## src/rtl/hft_pkg.sv

```systemverilog
// Shared constants and types for the modem frame transmit, configuration and event timer block.
package hft_pkg;

  // ==========================================================================
  // Register map
  localparam logic [7:0]  ADDR_CONFIG      = 8'h88;
  localparam logic [7:0]  ADDR_EVENT_TIMER = 8'h89;
  localparam logic [7:0]  ADDR_MODEM_CTRL  = 8'h8b;
  localparam logic [15:0] CONFIG_RESET     = 16'hc430;
  localparam logic [15:0] TIMER_RESET      = 16'h0000;
  localparam logic [15:0] TIMER_MAX        = 16'hffff;
  localparam logic [15:0] READ_ZERO        = 16'h0000;

  // ==========================================================================
  // Configuration register layout, most significant field first
  typedef struct packed {
    logic       monitor_reset_on_gap;
    logic       monitor_reset_on_carrier;
    logic       receive_all_chars;
    logic       frame_monitor_enable;
    logic [3:0] tx_preamble_pair_count;
    logic [1:0] event_timer_source_select;
    logic       one_bit_delay_after_request;
    logic       auto_release_send_request;
    logic [1:0] carrier_edge_select;
    logic       modem_duplex;
    logic       modem_power_on;
  } hft_cfg_s;

  // Event timer sources
  localparam logic [1:0] EVSEL_END_OF_MESSAGE   = 2'h0;
  localparam logic [1:0] EVSEL_START_OF_MESSAGE = 2'h1;
  localparam logic [1:0] EVSEL_TX_DONE          = 2'h2;
  localparam logic [1:0] EVSEL_CARRIER_EDGE     = 2'h3;

  // Carrier edge selections
  localparam logic [1:0] CDSEL_FALLING = 2'h0;
  localparam logic [1:0] CDSEL_RISING  = 2'h1;
  localparam logic [1:0] CDSEL_ANY     = 2'h2;

  // ==========================================================================
  // Framing constants
  localparam logic [7:0] PREAMBLE_BYTE = 8'hff;
  localparam int         FIFO_WIDTH    = 8;
  localparam int         FIFO_DEPTH    = 16;

  // ==========================================================================
  // Timing
  localparam int CLK_HZ          = 20_000_000;
  localparam int CLK_PERIOD_PS   = 50_000;
  localparam int LINE_BAUD       = 1200;
  localparam int BIT_CYCLES      = (CLK_HZ + LINE_BAUD - 1) / LINE_BAUD;
  localparam int TICK_PERIOD_PS  = 3_255_000;
  localparam int TICK_CYCLES     = TICK_PERIOD_PS / CLK_PERIOD_PS;

  // Register access request
  typedef struct packed {
    logic        wr_en;
    logic        rd_en;
    logic [7:0]  addr;
    logic [15:0] wdata;
  } hft_reg_req_s;

endpackage

```

## src/rtl/hft_fifo.sv

```systemverilog
// Flip-flop FIFO with valid and ready on both sides.
`timescale 1ns/1ns
`default_nettype none
module hft_fifo #(
  parameter int WIDTH = 8,
  parameter int DEPTH = 16
) (
  input  wire logic             clk,
  input  wire logic             rst_n,
  input  wire logic             in_valid,
  input  wire logic [WIDTH-1:0] in_data,
  output logic                  in_ready,
  output logic                  out_valid,
  output logic      [WIDTH-1:0] out_data,
  input  wire logic             out_ready
);
  localparam int AW = $clog2(DEPTH);
  localparam int CW = $clog2(DEPTH + 1);
  localparam logic [CW-1:0] FULL_COUNT = CW'(DEPTH);
  localparam logic [CW-1:0] ONE        = CW'(1);

  logic [WIDTH-1:0] mem_q [DEPTH];
  logic [AW-1:0]    wr_ptr_q, wr_ptr_d;
  logic [AW-1:0]    rd_ptr_q, rd_ptr_d;
  logic [CW-1:0]    count_q, count_d;
  logic             ready_q, ready_d;
  logic             push, pop;

  // ==========================================================================
  // Pointers and flags
  // Ready is registered from the next count, so a full FIFO never claims room.
  always_comb begin
    push     = in_valid && ready_q;
    pop      = out_ready && (count_q != '0);
    wr_ptr_d = push ? AW'(wr_ptr_q + 1'b1) : wr_ptr_q;
    rd_ptr_d = pop  ? AW'(rd_ptr_q + 1'b1) : rd_ptr_q;
    count_d  = count_q;
    if (push && !pop) begin
      count_d = count_q + ONE;
    end else if (pop && !push) begin
      count_d = count_q - ONE;
    end
    ready_d = (count_d != FULL_COUNT);
  end

  always_ff @(posedge clk) begin
    if (!rst_n) begin
      wr_ptr_q <= '0;
      rd_ptr_q <= '0;
      count_q  <= '0;
      ready_q  <= 1'b0;
    end else begin
      wr_ptr_q <= wr_ptr_d;
      rd_ptr_q <= rd_ptr_d;
      count_q  <= count_d;
      ready_q  <= ready_d;
    end
  end

  // ==========================================================================
  // Storage
  genvar i;
  generate
    for (i = 0; i < DEPTH; i++) begin : g_entry
      always_ff @(posedge clk) begin
        if (push && (wr_ptr_q == AW'(i))) begin
          mem_q[i] <= in_data;
        end
      end
    end
  endgenerate

  assign in_ready  = ready_q;
  assign out_valid = (count_q != '0);
  assign out_data  = mem_q[rd_ptr_q];
endmodule
`default_nettype wire

```

## src/rtl/hft_frame_tx.sv

```systemverilog
// Frame transmit sequencer, modem configuration register and event elapsed timer.
//
// Operation
// Each frame starts with twice the preamble pair count of preamble bytes.
// With pair count zero no preamble is added; host queues its own.
// Source select starts timer on end, start, transmit done or carrier edge.
// With delay set, transmit starts one 1200 baud bit after request, with data.
// With delay clear, transmit starts once data is queued, request ignored.
// With auto-release set, frame end drops request pin and control bit.
// With auto-release clear, request stays until host writes zero.
// Carrier edge select picks falling, rising, either, or no edges.
// Duplex bit loops transmit path back into receiver for self-test.
// Power bit at position zero, reset zero, powers the modem up.
// Timer advances one count every 3.255 microseconds once started; the code counts 65 clocks of 50 ns, 3.25 microseconds.
// Timer saturates at all ones until the next qualifying event.
// Timer held at zero while frame monitor enable is clear.
// Timer is a read-only 16-bit value, reset zero, time since event.
// Frame monitor enable at bit twelve turns on the frame monitor.
// Each qualifying event restarts the timer from zero.
`timescale 1ns/1ns
`default_nettype none
module hft_frame_tx #(
  parameter int BIT_CYCLES = hft_pkg::BIT_CYCLES
) (
  input  wire logic                  clk,
  input  wire logic                  rst_n,
  input  wire hft_pkg::hft_reg_req_s reg_req,
  output logic               [15:0]  reg_rdata,
  output logic                       reg_rvalid,
  input  wire logic                  tx_byte_valid,
  input  wire logic           [7:0]  tx_byte_data,
  output logic                       tx_byte_ready,
  output logic                       line_tx_valid,
  output logic                [7:0]  line_tx_data,
  input  wire logic                  line_tx_ready,
  output logic                       line_request_to_send,
  input  wire logic                  carrier_detect,
  input  wire logic                  rx_end_of_message,
  input  wire logic                  rx_start_of_message,
  output logic                       tx_done,
  output logic                       modem_power_on,
  output logic                       modem_duplex,
  output logic                       frame_monitor_enable
);
  localparam int DW = $clog2(BIT_CYCLES + 1);
  localparam int TW = $clog2(hft_pkg::TICK_CYCLES + 1);
  localparam logic [DW-1:0] DELAY_END = DW'(BIT_CYCLES);
  localparam logic [TW-1:0] TICK_END  = TW'(hft_pkg::TICK_CYCLES - 1);

  typedef enum logic [1:0] {
    ST_IDLE,
    ST_PREAMBLE,
    ST_DATA
  } hft_state_e;

  hft_pkg::hft_cfg_s cfg_q, cfg_d;
  logic              rts_q, rts_d;
  logic [15:0]       rdata_q, rdata_d;
  logic              rvalid_q, rvalid_d;
  hft_state_e        state_q, state_d;
  logic [4:0]        pre_left_q, pre_left_d;
  logic [DW-1:0]     dly_q, dly_d;
  logic              line_valid_q, line_valid_d;
  logic [7:0]        line_data_q, line_data_d;
  logic              done_q, done_d;
  logic              rdy_meta_q, rdy_sync_q;
  logic              cd_meta_q, cd_sync_q, cd_prev_q;
  logic [15:0]       timer_q, timer_d;
  logic              running_q, running_d;
  logic [TW-1:0]     tick_q, tick_d;
  logic              fifo_out_valid;
  logic [7:0]        fifo_out_data;
  logic              fifo_pop;
  logic              fifo_in_ready;
  logic              accept;
  logic              cd_edge;
  logic              event_hit;
  logic              frame_end;

  // ==========================================================================
  // Transmit queue
  hft_fifo #(
    .WIDTH (hft_pkg::FIFO_WIDTH),
    .DEPTH (hft_pkg::FIFO_DEPTH)
  ) u_fifo (
    .clk       (clk),
    .rst_n     (rst_n),
    .in_valid  (tx_byte_valid),
    .in_data   (tx_byte_data),
    .in_ready  (fifo_in_ready),
    .out_valid (fifo_out_valid),
    .out_data  (fifo_out_data),
    .out_ready (fifo_pop)
  );

  // ==========================================================================
  // Pin synchronisers
  // The line ready and carrier detect come from the analogue side, so each
  // passes two flops before anything looks at it.
  always_ff @(posedge clk) begin
    if (!rst_n) begin
      rdy_meta_q <= 1'b0;
      rdy_sync_q <= 1'b0;
      cd_meta_q  <= 1'b0;
      cd_sync_q  <= 1'b0;
      cd_prev_q  <= 1'b0;
    end else begin
      rdy_meta_q <= line_tx_ready;
      rdy_sync_q <= rdy_meta_q;
      cd_meta_q  <= carrier_detect;
      cd_sync_q  <= cd_meta_q;
      cd_prev_q  <= cd_sync_q;
    end
  end

  // ==========================================================================
  // Registers
  always_comb begin
    cfg_d    = cfg_q;
    rts_d    = rts_q;
    rvalid_d = reg_req.rd_en;
    rdata_d  = rdata_q;
    if (frame_end && cfg_q.auto_release_send_request) begin
      rts_d = 1'b0;
    end
    if (reg_req.wr_en && (reg_req.addr == hft_pkg::ADDR_CONFIG)) begin
      cfg_d = hft_pkg::hft_cfg_s'(reg_req.wdata);
    end
    // A host write of the request bit is newer than the automatic release.
    if (reg_req.wr_en && (reg_req.addr == hft_pkg::ADDR_MODEM_CTRL)) begin
      rts_d = reg_req.wdata[0];
    end
    if (reg_req.rd_en) begin
      unique case (reg_req.addr)
        hft_pkg::ADDR_CONFIG:      rdata_d = 16'(cfg_q);
        hft_pkg::ADDR_EVENT_TIMER: rdata_d = timer_q;
        hft_pkg::ADDR_MODEM_CTRL:  rdata_d = {15'h0000, rts_q};
        default:                   rdata_d = hft_pkg::READ_ZERO;
      endcase
    end
  end

  always_ff @(posedge clk) begin
    if (!rst_n) begin
      cfg_q    <= hft_pkg::hft_cfg_s'(hft_pkg::CONFIG_RESET);
      rts_q    <= 1'b0;
      rdata_q  <= hft_pkg::READ_ZERO;
      rvalid_q <= 1'b0;
    end else begin
      cfg_q    <= cfg_d;
      rts_q    <= rts_d;
      rdata_q  <= rdata_d;
      rvalid_q <= rvalid_d;
    end
  end

  // ==========================================================================
  // Frame sequencer
  // A byte leaves when the line shows ready while the slot is valid; the slot
  // then stays empty for a cycle, which costs nothing at 1200 baud.
  always_comb begin
    accept       = line_valid_q && rdy_sync_q;
    state_d      = state_q;
    pre_left_d   = pre_left_q;
    line_valid_d = accept ? 1'b0 : line_valid_q;
    line_data_d  = line_data_q;
    fifo_pop     = 1'b0;
    frame_end    = 1'b0;
    // Request time is counted only while the request is held.
    dly_d = !rts_q ? '0 : ((dly_q == DELAY_END) ? dly_q : DW'(dly_q + 1'b1));
    unique case (state_q)
      ST_IDLE: begin
        // With the delay off the request is not looked at at all.
        if (cfg_q.modem_power_on && fifo_out_valid &&
            (!cfg_q.one_bit_delay_after_request || (dly_q == DELAY_END))) begin
          pre_left_d = {cfg_q.tx_preamble_pair_count, 1'b0};
          state_d    = (cfg_q.tx_preamble_pair_count == 4'h0) ? ST_DATA : ST_PREAMBLE;
        end
      end
      ST_PREAMBLE: begin
        if (!line_valid_q) begin
          line_valid_d = 1'b1;
          line_data_d  = hft_pkg::PREAMBLE_BYTE;
          pre_left_d   = pre_left_q - 5'h01;
          if (pre_left_q == 5'h01) begin
            state_d = ST_DATA;
          end
        end
      end
      ST_DATA: begin
        if (!line_valid_q) begin
          if (fifo_out_valid) begin
            fifo_pop     = 1'b1;
            line_valid_d = 1'b1;
            line_data_d  = fifo_out_data;
          end else begin
            frame_end = 1'b1;
            state_d   = ST_IDLE;
          end
        end
      end
      default: state_d = ST_IDLE;
    endcase
    done_d = frame_end;
  end

  always_ff @(posedge clk) begin
    if (!rst_n) begin
      state_q      <= ST_IDLE;
      pre_left_q   <= 5'h00;
      dly_q        <= '0;
      line_valid_q <= 1'b0;
      line_data_q  <= 8'h00;
      done_q       <= 1'b0;
    end else begin
      state_q      <= state_d;
      pre_left_q   <= pre_left_d;
      dly_q        <= dly_d;
      line_valid_q <= line_valid_d;
      line_data_q  <= line_data_d;
      done_q       <= done_d;
    end
  end

  // ==========================================================================
  // Event elapsed timer
  always_comb begin
    unique case (cfg_q.carrier_edge_select)
      hft_pkg::CDSEL_FALLING: cd_edge = cd_prev_q && !cd_sync_q;
      hft_pkg::CDSEL_RISING:  cd_edge = !cd_prev_q && cd_sync_q;
      hft_pkg::CDSEL_ANY:     cd_edge = cd_prev_q ^ cd_sync_q;
      default:                cd_edge = 1'b0;
    endcase
    unique case (cfg_q.event_timer_source_select)
      hft_pkg::EVSEL_END_OF_MESSAGE:   event_hit = rx_end_of_message;
      hft_pkg::EVSEL_START_OF_MESSAGE: event_hit = rx_start_of_message;
      hft_pkg::EVSEL_TX_DONE:          event_hit = frame_end;
      default:                         event_hit = cd_edge;
    endcase
    timer_d   = timer_q;
    running_d = running_q;
    tick_d    = tick_q;
    if (!cfg_q.frame_monitor_enable) begin
      timer_d   = hft_pkg::TIMER_RESET;
      running_d = 1'b0;
      tick_d    = '0;
    end else if (event_hit) begin
      timer_d   = hft_pkg::TIMER_RESET;
      running_d = 1'b1;
      tick_d    = '0;
    end else if (running_q) begin
      tick_d = (tick_q == TICK_END) ? '0 : TW'(tick_q + 1'b1);
      if ((tick_q == TICK_END) && (timer_q != hft_pkg::TIMER_MAX)) begin
        timer_d = timer_q + 16'h0001;
      end
    end
  end

  always_ff @(posedge clk) begin
    if (!rst_n) begin
      timer_q   <= hft_pkg::TIMER_RESET;
      running_q <= 1'b0;
      tick_q    <= '0;
    end else begin
      timer_q   <= timer_d;
      running_q <= running_d;
      tick_q    <= tick_d;
    end
  end

  // ==========================================================================
  // Outputs
  assign reg_rdata            = rdata_q;
  assign reg_rvalid           = rvalid_q;
  assign tx_byte_ready        = fifo_in_ready;
  assign line_tx_valid        = line_valid_q;
  assign line_tx_data         = line_data_q;
  assign line_request_to_send = rts_q;
  assign tx_done              = done_q;
  assign modem_power_on       = cfg_q.modem_power_on;
  assign modem_duplex         = cfg_q.modem_duplex;
  assign frame_monitor_enable = cfg_q.frame_monitor_enable;
endmodule
`default_nettype wire

```

## config.mk

```make
export PLATFORM = sky130hd
export DESIGN_NAME = hft_frame_tx
export DESIGN_NICKNAME = d
export VERILOG_FILES = /design/src/rtl/hft_pkg.sv /design/src/rtl/hft_fifo.sv /design/src/rtl/hft_frame_tx.sv
export SDC_FILE = /design/constraint.sdc
export NUM_CORES = 1
export LEC_CHECK = 0
export BUFFER_PORTS_ARGS = -buffer_cell sky130_fd_sc_hd__buf_2
export CORE_MARGIN = 3
export CORE_UTILIZATION = 61
export CTS_BUF_LIST = sky130_fd_sc_hd__clkbuf_8
export CTS_CLUSTER_SIZE = 16
export DETAILED_ROUTE_END_ITERATION = 8
export MAX_ROUTING_LAYER = met4
export PLACE_DENSITY = 0.81
export SYNTH_ARGS = -nofsm -noshare
export SYNTH_HDL_FRONTEND = slang
export SYNTH_SLANG_ARGS = --single-unit
```

## constraint.sdc

```tcl
create_clock -name clk -period 2.56 [get_ports clk]
set_input_delay 0.384 -clock clk [delete_from_list [all_inputs] [get_ports clk]]
set_output_delay 0.384 -clock clk [all_outputs]
set_load 0.01 [all_outputs]
```

# [Word-level counts from Yosys, hierarchy flattened]
# Memories as Yosys holds them, arrays and structs flattened. A register that Yosys moved wholly into a read port is not among the register bits.
# Cells that the tools add are included.
# W data, S select, Z words.
[op_classes] n_addsub=8 n_reduce_logical=66 mux=112 eq_ne=35 n_bitwise=3
[op_table] cell="$mux W8" count=18
[op_table] cell="$reduce_or A8 Y1" count=15
[op_table] cell="$mux W4" count=17
[op_table] cell="$mux W1" count=59
[op_table] cell="$pmux W16 S3" count=1
[op_table] cell="$eq A4 B4 Y1 const B" count=8
[op_table] cell="$logic_and A1 B1 Y1" count=29
[op_table] cell="$eq A8 B8 Y1 const B" count=3
[op_table] cell="$mux W5" count=4
[op_table] cell="$add A16 B1 Y16 const B" count=1
[op_table] cell="$eq A4 B3 Y1 const B" count=4
[op_table] cell="$ne A16 B16 Y1 const B" count=1
[op_table] cell="$pmux W8 S2" count=1
[op_table] cell="$add A15 B1 Y15 const B" count=1
[op_table] cell="$eq A15 B15 Y1 const B" count=1
[op_table] cell="$mux W2" count=6
[op_table] cell="$ne A2 B2 Y1 const B" count=6
[op_table] cell="$pmux W5 S2" count=1
[op_table] cell="$sub A5 B1 Y5 const B" count=2
[op_table] cell="$add A4 B1 Y4 const B" count=2
[op_table] cell="$eq A4 B2 Y1 const B" count=2
[op_table] cell="$logic_not A4 Y1" count=2
[op_table] cell="$add A7 B1 Y7 const B" count=1
[op_table] cell="$eq A7 B7 Y1 const B" count=1
[op_table] cell="22 further kinds" count=38
[totals] ff_bits=109 ramBits=128 mem_count=1 in_bits=41
[mem_list] name="u_fifo.mem_q" words=16 width=8 read_ports=1 rd_ports_with_merged_regs=1 write_ports=1 line="hft_fifo.sv:22" source="logic [WIDTH-1:0] mem_q [DEPTH];"

# [Longest topological paths before layout]
# Gate-level depths: netlist of run 1.
[depth] word_depth=20 ltp_mapped=9 ltp_nobuf=7

# [Cells and area by module]
# A second synthesis of run 1 with hierarchy kept.
[hier_totals] cells_unflattened=768 area_unflattened_um2=10239.8
[by_module_without_submodules] module="hft_fifo" area_per_inst_um2=5769.3 n_inst=1 seq_area_each_um2=4204.0 cells_each=290
[by_module_without_submodules] module="hft_frame_tx" area_per_inst_um2=4470.5 n_inst=1 seq_area_each_um2=1901.8 cells_each=478

# [Least setup slack after synthesis of run 1]
# No wires, ideal clock.
[synth_path] kind="reg2reg" start="register u_fifo.count_q[0]" end="register u_fifo.ready_q, in the netlist u_fifo.in_ready" synth_period_minus_slack_ps=2114 path_slack_ps=446 path_buffers=1 required_ps=2430 t_arrival_ps=1985 path_stages_with_launch=9 path_cell_list="dfxtp_1 > inv_1 > ha_1 > or4b_1 > clkbuf_2 > and4_4 > or3_1 > a32oi_1 > o211ai_1"
[synth_via] elab_chain_len=9 elab_cells_between_ends=13 classes_between="2 x add/sub; 1 x eq/ne; 5 x mux; 5 x reduce/logical"
[synth_lines] item="from (decl)" line="hft_fifo.sv:25" source="logic [CW-1:0] count_q, count_d;"
[synth_lines] item="from (signal assigned)" line="hft_fifo.sv:55" source="count_q <= count_d;"
[synth_lines] item="$reduce_bool A5 Y1" line="hft_fifo.sv:34, hft_fifo.sv:74"
[synth_lines] item="$mux W1" line="hft_frame_tx.sv:192" source="if (fifo_out_valid) begin"
[synth_lines] item="$mux W1" line="hft_frame_tx.sv:191" source="if (!line_valid_q) begin"
[synth_lines] item="$mux W1" line="hft_frame_tx.sv:171" source="unique case (state_q)"
[synth_lines] item="$logic_and A1 B1 Y1" line="hft_fifo.sv:34" source="pop = out_ready && (count_q != '0);"
[synth_lines] item="$logic_and A1 B1 Y1 / $logic_not A1 Y1 (equally long branches)" line="hft_fifo.sv:40, hft_fifo.sv:38"
[synth_lines] item="$mux W5 / $logic_and A1 B1 Y1 (equally long branches)" line="hft_fifo.sv:40, hft_fifo.sv:38"
[synth_lines] item="$mux W5 (*)" line="hft_fifo.sv:38" source="if (push && !pop) begin"
[synth_lines] item="$ne A5 B5 Y1 (*)" line="hft_fifo.sv:43" source="ready_d = (count_d != FULL_COUNT);"
[synth_lines] item="to (signal assigned)" line="hft_fifo.sv:56" source="ready_q <= ready_d;"
[synth_lines] item="to (decl)" line="hft_fifo.sv:26" source="logic ready_q, ready_d;"
# Every way passes the cells marked *; elsewhere a longest branch is shown, timed or not.
# A chain may end at the register's enable or synchronous reset.

# [Final worst setup path of run 1]
# Same ends and word-level chain as after synthesis.

==> summary.md, run 1 <==
| Metric | Value |
|---|---|
| Buf/Inv on CP | `1` |
| Per-cell routed wire length | `19.0 um` |
| Core Box Area | `16100 um2` |
| Setup TNS | `0 ns` |
| CP Cell Sequence | `inv_1, ha_1, or4b_1, and4_4, or3_1, a32oi_1, o211ai_1` |
| Detail Placement HPWL | `14.4 mm` |
| Drt total wl | `21.9 mm` |
| Max Clock Skew | `0.0149 ns` |
| Antenna Nets Post-Route | `0` |
| CTS max path bufs | `3` |
| Critical path arrival | `2.80 ns` |
| Synth warn | `0` |
| First-pass GRT wire length | `35.2 mm` |
| Clk root buf | `clkbuf_8` |
| PD cells | `683 nW/um2` |
| Critical R2R Capture | `u_fifo.in_ready$_SDFF_PN0_` |
| H-tree depth | `2` |
| Hold Path Origin | `carrier_detect` |
| Worst path top cell family by delay | `simple AND/OR/NAND/NOR gates` |
| Tcrit/Tclk final | `94.3%` |
| Status | `finished, final reports clean` |
| Antenna diodes | `0` |
| Rel. slew slack | `58.9%` |
| Post-synthesis sequential area ratio | `60.2%` |
| Crit-path slowest cell | `or4b_1` |
| PortBufs | `72` |
| Max rail drop VDD | `0.000687 V` |
| Clk sinks | `241` |
| # DRC | `0` |
| Synth Area in Simple Gates | `12.5%` |
| Latest clock arrival within the worst-skew pair | `0.53 ns` |
| Reg-to-Reg Start | `u_fifo.count_q[0]$_SDFF_PN0_` |
| Critical path peak fanout | `7` |
| Final #Nets | `968` |
| Initial antenna violation count | `0` |
| Final setup vio count | `0` |
| Routed vias/inst | `5.82` |
| CTS tree | `done` |
| Post-synthesis average cell area | `12.7 um2` |
| Pre-antenna DRT Iters | `5` |
| Setup Fix Bufs, Post-CTS | `0` |
| Crit Path Category | `reg -> reg` |
| Post-synth EDFFs | `128` |
| Multiplexer share of the synthesized area | `12.8%` |
| Starting Density | `63.2%` |
| Gr ovfl total | `0` |
| Clk slew on worst S/H paths | `0.06 ns` |
| Die width | `135 um` |
| R2R setup slack | `0.15 ns` |
| Fin util | `72.4%` |
| Endpoint class of the critical path | `register` |
| Compound-Gate Fraction of Synth Area | `6.16%` |
| CTS resizes | `0` |
| Iteration-0 DRC Markers | `465` |
| Global Route Usage Sum | `25.1%` |
| Hold Crit Class | `in -> reg` |
| Synth Area in XOR/XNOR | `2.76%` |
| Mapped Area | `10100 um2` |
| Hold bufs inserted after CTS | `0` |
| Register bit total from synthesis | `241` |
| Post-DP Area | `10800 um2` |
| Max-cap violations | `0` |
| Crit path required time | `2.94 ns` |
| Pin slew with the least headroom to its limit | `0.616 ns` |
| RSZ-0062 raised after global routing | `false` |
| Inserted Clock Buffers | `40` |
| Adder-Cell Fraction of Synth Area | `2.34%` |
| Max Slew Vio Count | `0` |
| Fmax | `414 MHz` |
| Area grow syn2layout | `14.5%` |
| Final Hold Viols | `0` |
| Gpl congestion | `0.838` |
| Vias in the first global route | `6853` |
| Height of the chip | `135 um` |
| Static Leak | `4.10 nW` |
| Netlist cell types | `60` |
| Design Area, Final | `11600 um2` |
| Largest stage delay on the critical path | `0.59 ns` |
| Worst r2r path cells | `7` |
| Mapped Nets | `861` |
| Placed insts | `1082` |
| Die area | `18200 um2` |
| Post-layout minimum cycle time | `2.41 ns` |
| Final cell count without fillers | `1154` |
| Hold Path End | `cd_meta_q$_SDFF_PN0_` |
| Boundary Pins | `73` |
| # rows | `46` |
| Element type at the critical path start | `register` |
| Cells on Worst Hold Path | `2` |
| Largest family of logic cells by synthesized area | `multiplexers` |
| Vias | `6722` |
| FFs w/ async S/R, synth | `0%` |
| Top FF cell, synth | `edfxtp_1` |
| Largest net degree at the start of global routing | `33` |
| Post-Syn Instances | `801` |
| Fraction of layout cells with a size suffix above 1 | `22.2%` |
## sequential cells by signal (all words and copies together), names as in the netlist, 2 cells and up, named ones only
register,cells
u_fifo.mem_q,128
reg_rdata,16
timer_q,16
dly_q,15
cfg_q,13
line_tx_data,8
tick_q,7
pre_left_q,5
u_fifo.count_q,5
u_fifo.rd_ptr_q,4
u_fifo.wr_ptr_q,4
state_q,2
## Yosys cell counts, types with 5 or more instances
master	instances	area, um2
dfxtp_1	113	2260
mux2i_1	48	480
xor2_1	19	166
nor3_1	15	75.1
ha_1	19	238
o211ai_1	6	45.0
nand3_1	19	95.1
o21ai_0	9	45.0
edfxtp_1	128	3840
nand2_1	54	203
xnor2_1	13	114
a21oi_1	17	85.1
or3_1	8	50.1
o221ai_1	9	78.8
nand2b_1	7	43.8
nand4_1	18	113
nor4b_1	5	43.8
inv_1	40	150
and2_1	23	144
nor2_1	77	289
o22ai_1	15	93.8
mux4_2	32	721
mux2_2	9	101
buf_2	11	55.1
clkbuf_1	17	63.8
a31oi_1	9	56.3
## worst max path at each step
stage,from,to,slack (ns),cells past startpoint
2_1_floorplan,u_fifo.count_q[0]$_SDFF_PN0_,u_fifo.in_ready$_SDFF_PN0_,0.45,8
3_3_place_gp,u_fifo.count_q[0]$_SDFF_PN0_,u_fifo.in_ready$_SDFF_PN0_,0.33,7
3_5_place_dp,u_fifo.count_q[0]$_SDFF_PN0_,u_fifo.in_ready$_SDFF_PN0_,0.18,7
4_1_cts,u_fifo.count_q[0]$_SDFF_PN0_,u_fifo.in_ready$_SDFF_PN0_,0.17,7
5_1_grt,u_fifo.count_q[0]$_SDFF_PN0_,u_fifo.in_ready$_SDFF_PN0_,0.03,7
6_report,u_fifo.count_q[0]$_SDFF_PN0_,u_fifo.in_ready$_SDFF_PN0_,0.15,7
## kinds of logic after synthesis
group | count (synthesis)
and+or+nand+nor | 254
AOI/OAI and AO/OA | 90
adders and majority gates | 19
xor gates and xnor gates | 32
muxes | 89
buffers and inverters | 76
DFF | 241
## layout make-up
class                      count  area, um2
timing repair buffer         101        603
sequential                   241       6110
fill                        1058       4440
clock inverter                26        138
inverter                      40        150
clock buffer                  46        633
multi-input combinational    484       3720
tap                          216        270
## where the power goes
part / internal [mW] / leakage, nW / switching, mW
Combinational: 0.224 / 1.58 / 0.316
Clock: 1.74 / 0.449 / 1.46
Sequential: 4.14 / 2.07 / 0.0541
## metrics by stage
stage	hold slack, ns	total power [mW]	setup slack (ns)
floorplan	0.412	4.61	0.446
detailed placement	0.430	4.81	0.175
finish	0.0656	7.94	0.146
CTS	0.0447	8.01	0.165
global placement	0.417	4.78	0.333
global route	0.0587	8.25	0.0310
## per-layer routing
| layer | global-route usage [%] | share of wire [%] | up-vias |
|---|---|---|---|
| met2 | 42.5 | 50 | 201 |
| met4 | 8.12 | 2.4 | 0 |
| li1 | - | - | 3182 |
| met1 | 31.1 | 42 | 3295 |
| met5 | - | 0 | - |
| met3 | 4.47 | 5.3 | 44 |
## cells in the final DEF (no fill, tap or decap), types with 5 or more instances in the layout
cell type  instances
edfxtp_1         128
dfxtp_1          112
nor2_1            77
buf_2             72
inv_1             55
nand2_1           54
mux2i_1           48
clkbuf_8          46
mux4_2            32
buf_4             27
and2_1            23
nand3_1           19
xor2_1            19
ha_1              19
nand4_1           18
a21oi_1           17
nor3_1            15
o22ai_1           15
xnor2_1           13
o221ai_1           9
o21ai_0            9
mux2_2             9
a31oi_1            9
or3_1              8
nand2b_1           7
o211ai_1           6
clkinv_2           5
(Power assumes the default switching activity.)
==> run 2: changes to the inputs <==
--- a/config.mk
+++ b/config.mk
@@ -5,6 +5,7 @@
 export SDC_FILE = /design/constraint.sdc
 export NUM_CORES = 1
 export LEC_CHECK = 0
+export ABC_AREA = 1
 export BUFFER_PORTS_ARGS = -buffer_cell sky130_fd_sc_hd__buf_2
 export CORE_MARGIN = 3
 export CORE_UTILIZATION = 61
@@ -12,7 +13,7 @@
 export CTS_CLUSTER_SIZE = 16
 export DETAILED_ROUTE_END_ITERATION = 8
 export MAX_ROUTING_LAYER = met4
-export PLACE_DENSITY = 0.81
+export PLACE_DENSITY = 0.8
 export SYNTH_ARGS = -nofsm -noshare
 export SYNTH_HDL_FRONTEND = slang
 export SYNTH_SLANG_ARGS = --single-unit
==> run 2 against run 1 <==
Effect of this change: utilization decreased by 1.3 points; critical path depth up 6; sequential share of layout area decreased by 1.2 points; count of clock-buffer cells in the layout decreased by 2; combinational power grew 3%; global-route usage grew 1.5 points; critical endpoint unchanged; largest power group unchanged.
==> summary.md, run 2 <==
| Metric | Value |
|---|---|
| Buf/Inv on CP | `4 (+3)` |
| Element type at the critical path start | `register` |
| Commonest cells after routing, fill and taps aside | `nand2_1 (160), nor2_1 (158), edfxtp_1 (128)` |
| FFs w/ async S/R, synth | `0% (unchanged)` |
| Vias | `8307 (+24%)` |
| Max Slew Vio Count | `0 (unchanged)` |
| Critical path peak fanout | `13 (+6)` |
| Iteration-0 DRC Markers | `758 (+63%)` |
| Gpl congestion | `0.896 (+6.9%)` |
| Area grow syn2layout | `12.9%` |
| Rel. slew slack | `50.5% (-8.4 points)` |
| First-pass GRT wire length | `38.5 mm (+9.5%)` |
| Vias in the first global route | `7822 (+14%)` |
| Largest net degree at the start of global routing | `65 (+97%)` |
| Clk slew on worst S/H paths | `0.06 ns (about the same)` |
| Routed vias/inst | `5.62 (-3.6%)` |
| Crit-path slowest cell | `inv_1` |
| Global Route Usage Sum | `26.6% (+1.5 points)` |
| Crit Path Category | `reg -> reg` |
| Clk sinks | `241 (unchanged)` |
| Max Clock Skew | `0.0191 ns (+0.00417 ns)` |
| # rows | `47 (+2.2%)` |
| Per-cell routed wire length | `16.3 um (-14%)` |
| Fillers | `1281 (+21%)` |
| Setup Fix Bufs, Post-CTS | `0 (unchanged)` |
| Count leader, synth | `nand2_1` |
| Design Area, Final | `11900 um2 (+2.4%)` |
| Gr ovfl total | `0 (unchanged)` |
| Worst path top cell family by delay | `simple AND/OR/NAND/NOR gates` |
| Final Hold Viols | `0 (unchanged)` |
| Final Total Pwr | `8.13 mW (+2.4%)` |
| Final #Nets | `1289 (+33%)` |
| Mapped Nets | `1205 (+40%)` |
| Clk root buf | `clkbuf_8` |
| H-tree depth | `2 (unchanged)` |
| Detail Placement HPWL | `16.2 mm (+13%)` |
| Pin slew with the least headroom to its limit | `0.740 ns (+0.124 ns)` |
| CTS resizes | `0 (unchanged)` |
| Hold bufs inserted after CTS | `0 (unchanged)` |
| Die width | `137 um (+1.9%)` |
| Critical path arrival | `2.50 ns (-0.30 ns)` |
| Endpoint class of the critical path | `register` |
| Post-DP Area | `11100 um2 (+2.4%)` |
| Latest clock arrival within the worst-skew pair | `0.53 ns (about the same)` |
| Fraction of layout cells with a size suffix above 1 | `15.3% (-6.8 points)` |
| RSZ-0062 raised after global routing | `false` |
| PortBufs | `72 (unchanged)` |
| Post-synth top area share | `36.4% (-1.4 points)` |
| Status | `finished, final reports clean` |
| Crit path required time | `2.98 ns (+0.04 ns)` |
| Antenna Nets Post-Route | `0 (unchanged)` |
| # DRC | `0 (unchanged)` |
| Post-synthesis sequential area ratio | `57.9% (-2.3 points)` |
| Tcrit/Tclk final | `81.3% (-13 points)` |
| Final setup vio count | `0 (unchanged)` |
| Post-Syn Instances | `1145 (+43%)` |
| PD cells | `683 nW/um2 (about the same)` |
| Post-layout minimum cycle time | `2.08 ns (-0.333 ns)` |
| Register bit total from synthesis | `241 (unchanged)` |
| Synth warn | `0 (unchanged)` |
| Mapped Area | `10500 um2 (+3.9%)` |
| Antenna diodes | `0 (unchanged)` |
| Max FFs per register | `128 (unchanged)` |
| Post-synth EDFFs | `128 (unchanged)` |
| Core Box Area | `16800 um2 (+4.4%)` |
| Most common cell after layout, fill and taps aside | `nand2_1` |
| Drt total wl | `24.1 mm (+10%)` |
| Fmax | `481 MHz (+16%)` |
| Largest Register | `u_fifo.mem_q` |
| Inserted Clock Buffers | `39 (-2.5%)` |
| Setup TNS | `0 ns (unchanged)` |
| Pre-antenna DRT Iters | `6 (+1)` |
| CTS tree | `done` |
| Initial antenna violation count | `0 (unchanged)` |
| Static Leak | `4.52 nW (+10%)` |
| Post-synthesis average cell area | `9.21 um2 (-27%)` |
| Die area | `18900 um2 (+3.7%)` |
| Synth top area cells | `edfxtp_1 (36%), dfxtp_1 (21%), nand2_1 (5.7%), nor2_1 (5.6%), o21ai_0 (5.3%)` |
| CTS max path bufs | `3 (unchanged)` |
| Register area | `6110 um2 (about the same)` |
| CP Cell Sequence | `inv_1, ha_1, inv_2, nor2_2, nand2_2, inv_1, nand3_1, o21ai_0, nand2_1, nand2_1, nand3_1, nand2_1, inv_1` |
| Boundary Pins | `73 (unchanged)` |
| Top FF cell, synth | `edfxtp_1` |
| Height of the chip | `137 um (+1.9%)` |
| Multi-input logic area | `3780 um2 (+1.7%)` |
| Max rail drop VDD | `0.000447 V (-35%)` |
| Largest stage delay on the critical path | `0.34 ns (-0.25 ns)` |
| Max-cap violations | `0 (unchanged)` |
| Leading area contributor after synthesis | `edfxtp_1` |
| Hold Crit Class | `in -> reg` |
| Starting Density | `62.9% (-0.27 points)` |
| Top post-synthesis cells by count | `nand2_1 (160), nor2_1 (158), edfxtp_1 (128)` |
| Netlist cell types | `43 (-28%)` |
==> run 2: logic make-up (layout without fill, tap and decap cells) <==
kind of cell / after synthesis / after routing / share of synthesized area [%]
xor+xnor: 12 / 12 / 0.997
fa+ha+maj: 19 / 19 / 2.25
flops: 241 / 241 / 57.9
compound gates: 249 / 249 / 13.0
buf+inv: 161 / 275 / 6.23
simple gates: 463 / 463 / 19.6
==> run 2: path summary, 6_finish.rpt <==
kind                                         startpoint                    endpoint  depth (start not counted)  slack, ns
worst max register to register  state_q[0]$_SDFFE_PN0P_  u_fifo.in_ready$_SDFF_PN0_                         13       0.48
worst min register to register    rdy_meta_q$_SDFF_PN0_       rdy_sync_q$_SDFF_PN0_                          2       0.41
worst min-delay path                      line_tx_ready       rdy_meta_q$_SDFF_PN0_                          3       0.04
worst max-delay path            state_q[0]$_SDFFE_PN0P_  u_fifo.in_ready$_SDFF_PN0_                         13       0.48
==> run 2: metrics by stage <==
step,hold slack [ns],std cells,utilization [%],setup WS [ns]
after floorplan,0.390,1145,-,0.920
after detailed placement,0.406,1408,66.2,0.490
after global routing,0.0377,1479,71.0,0.232
after global placement,0.399,1408,66.2,0.612
after CTS,0.0220,1479,71.0,0.477
final,0.0426,1479,71.0,0.479
==> run 2: power by group <==
group	leakage, nW	total (mW)	internal, mW	switching, mW
clock	0.455	3.37	1.89	1.48
sequential	2.07	4.20	4.14	0.0601
combinational	2.00	0.557	0.187	0.371
==> run 2: worst register-to-register path, delay by kind of cell (launching register included) <==
kind	cells	cell delay [ns]
AO/OA/AOI/OAI	1	0.11
adder cells (fa/ha/maj)	1	0.26
buffers and inverters	4	0.51
flip-flops	1	0.33
AND/OR/NAND/NOR	7	0.78
==> run 2: area by class of cell <==
type                            instances  area share [%]
Inverter                              115            3.65
Clock inverter                         27            1.64
Sequential cell                       241            51.3
Timing Repair Buffer                   89            4.20
Clock buffer                           44            5.09
Multi-Input combinational cell        743            31.8
Tap cell                              220            2.31
==> run 2: routing by layer <==
metal	vias up	track usage [%]	wire, um
met5	-	-	0
met4	0	8.92	651
met3	48	3.83	1680
met2	353	43.7	11700
met1	3839	34.3	10100
li1	4067	-	-
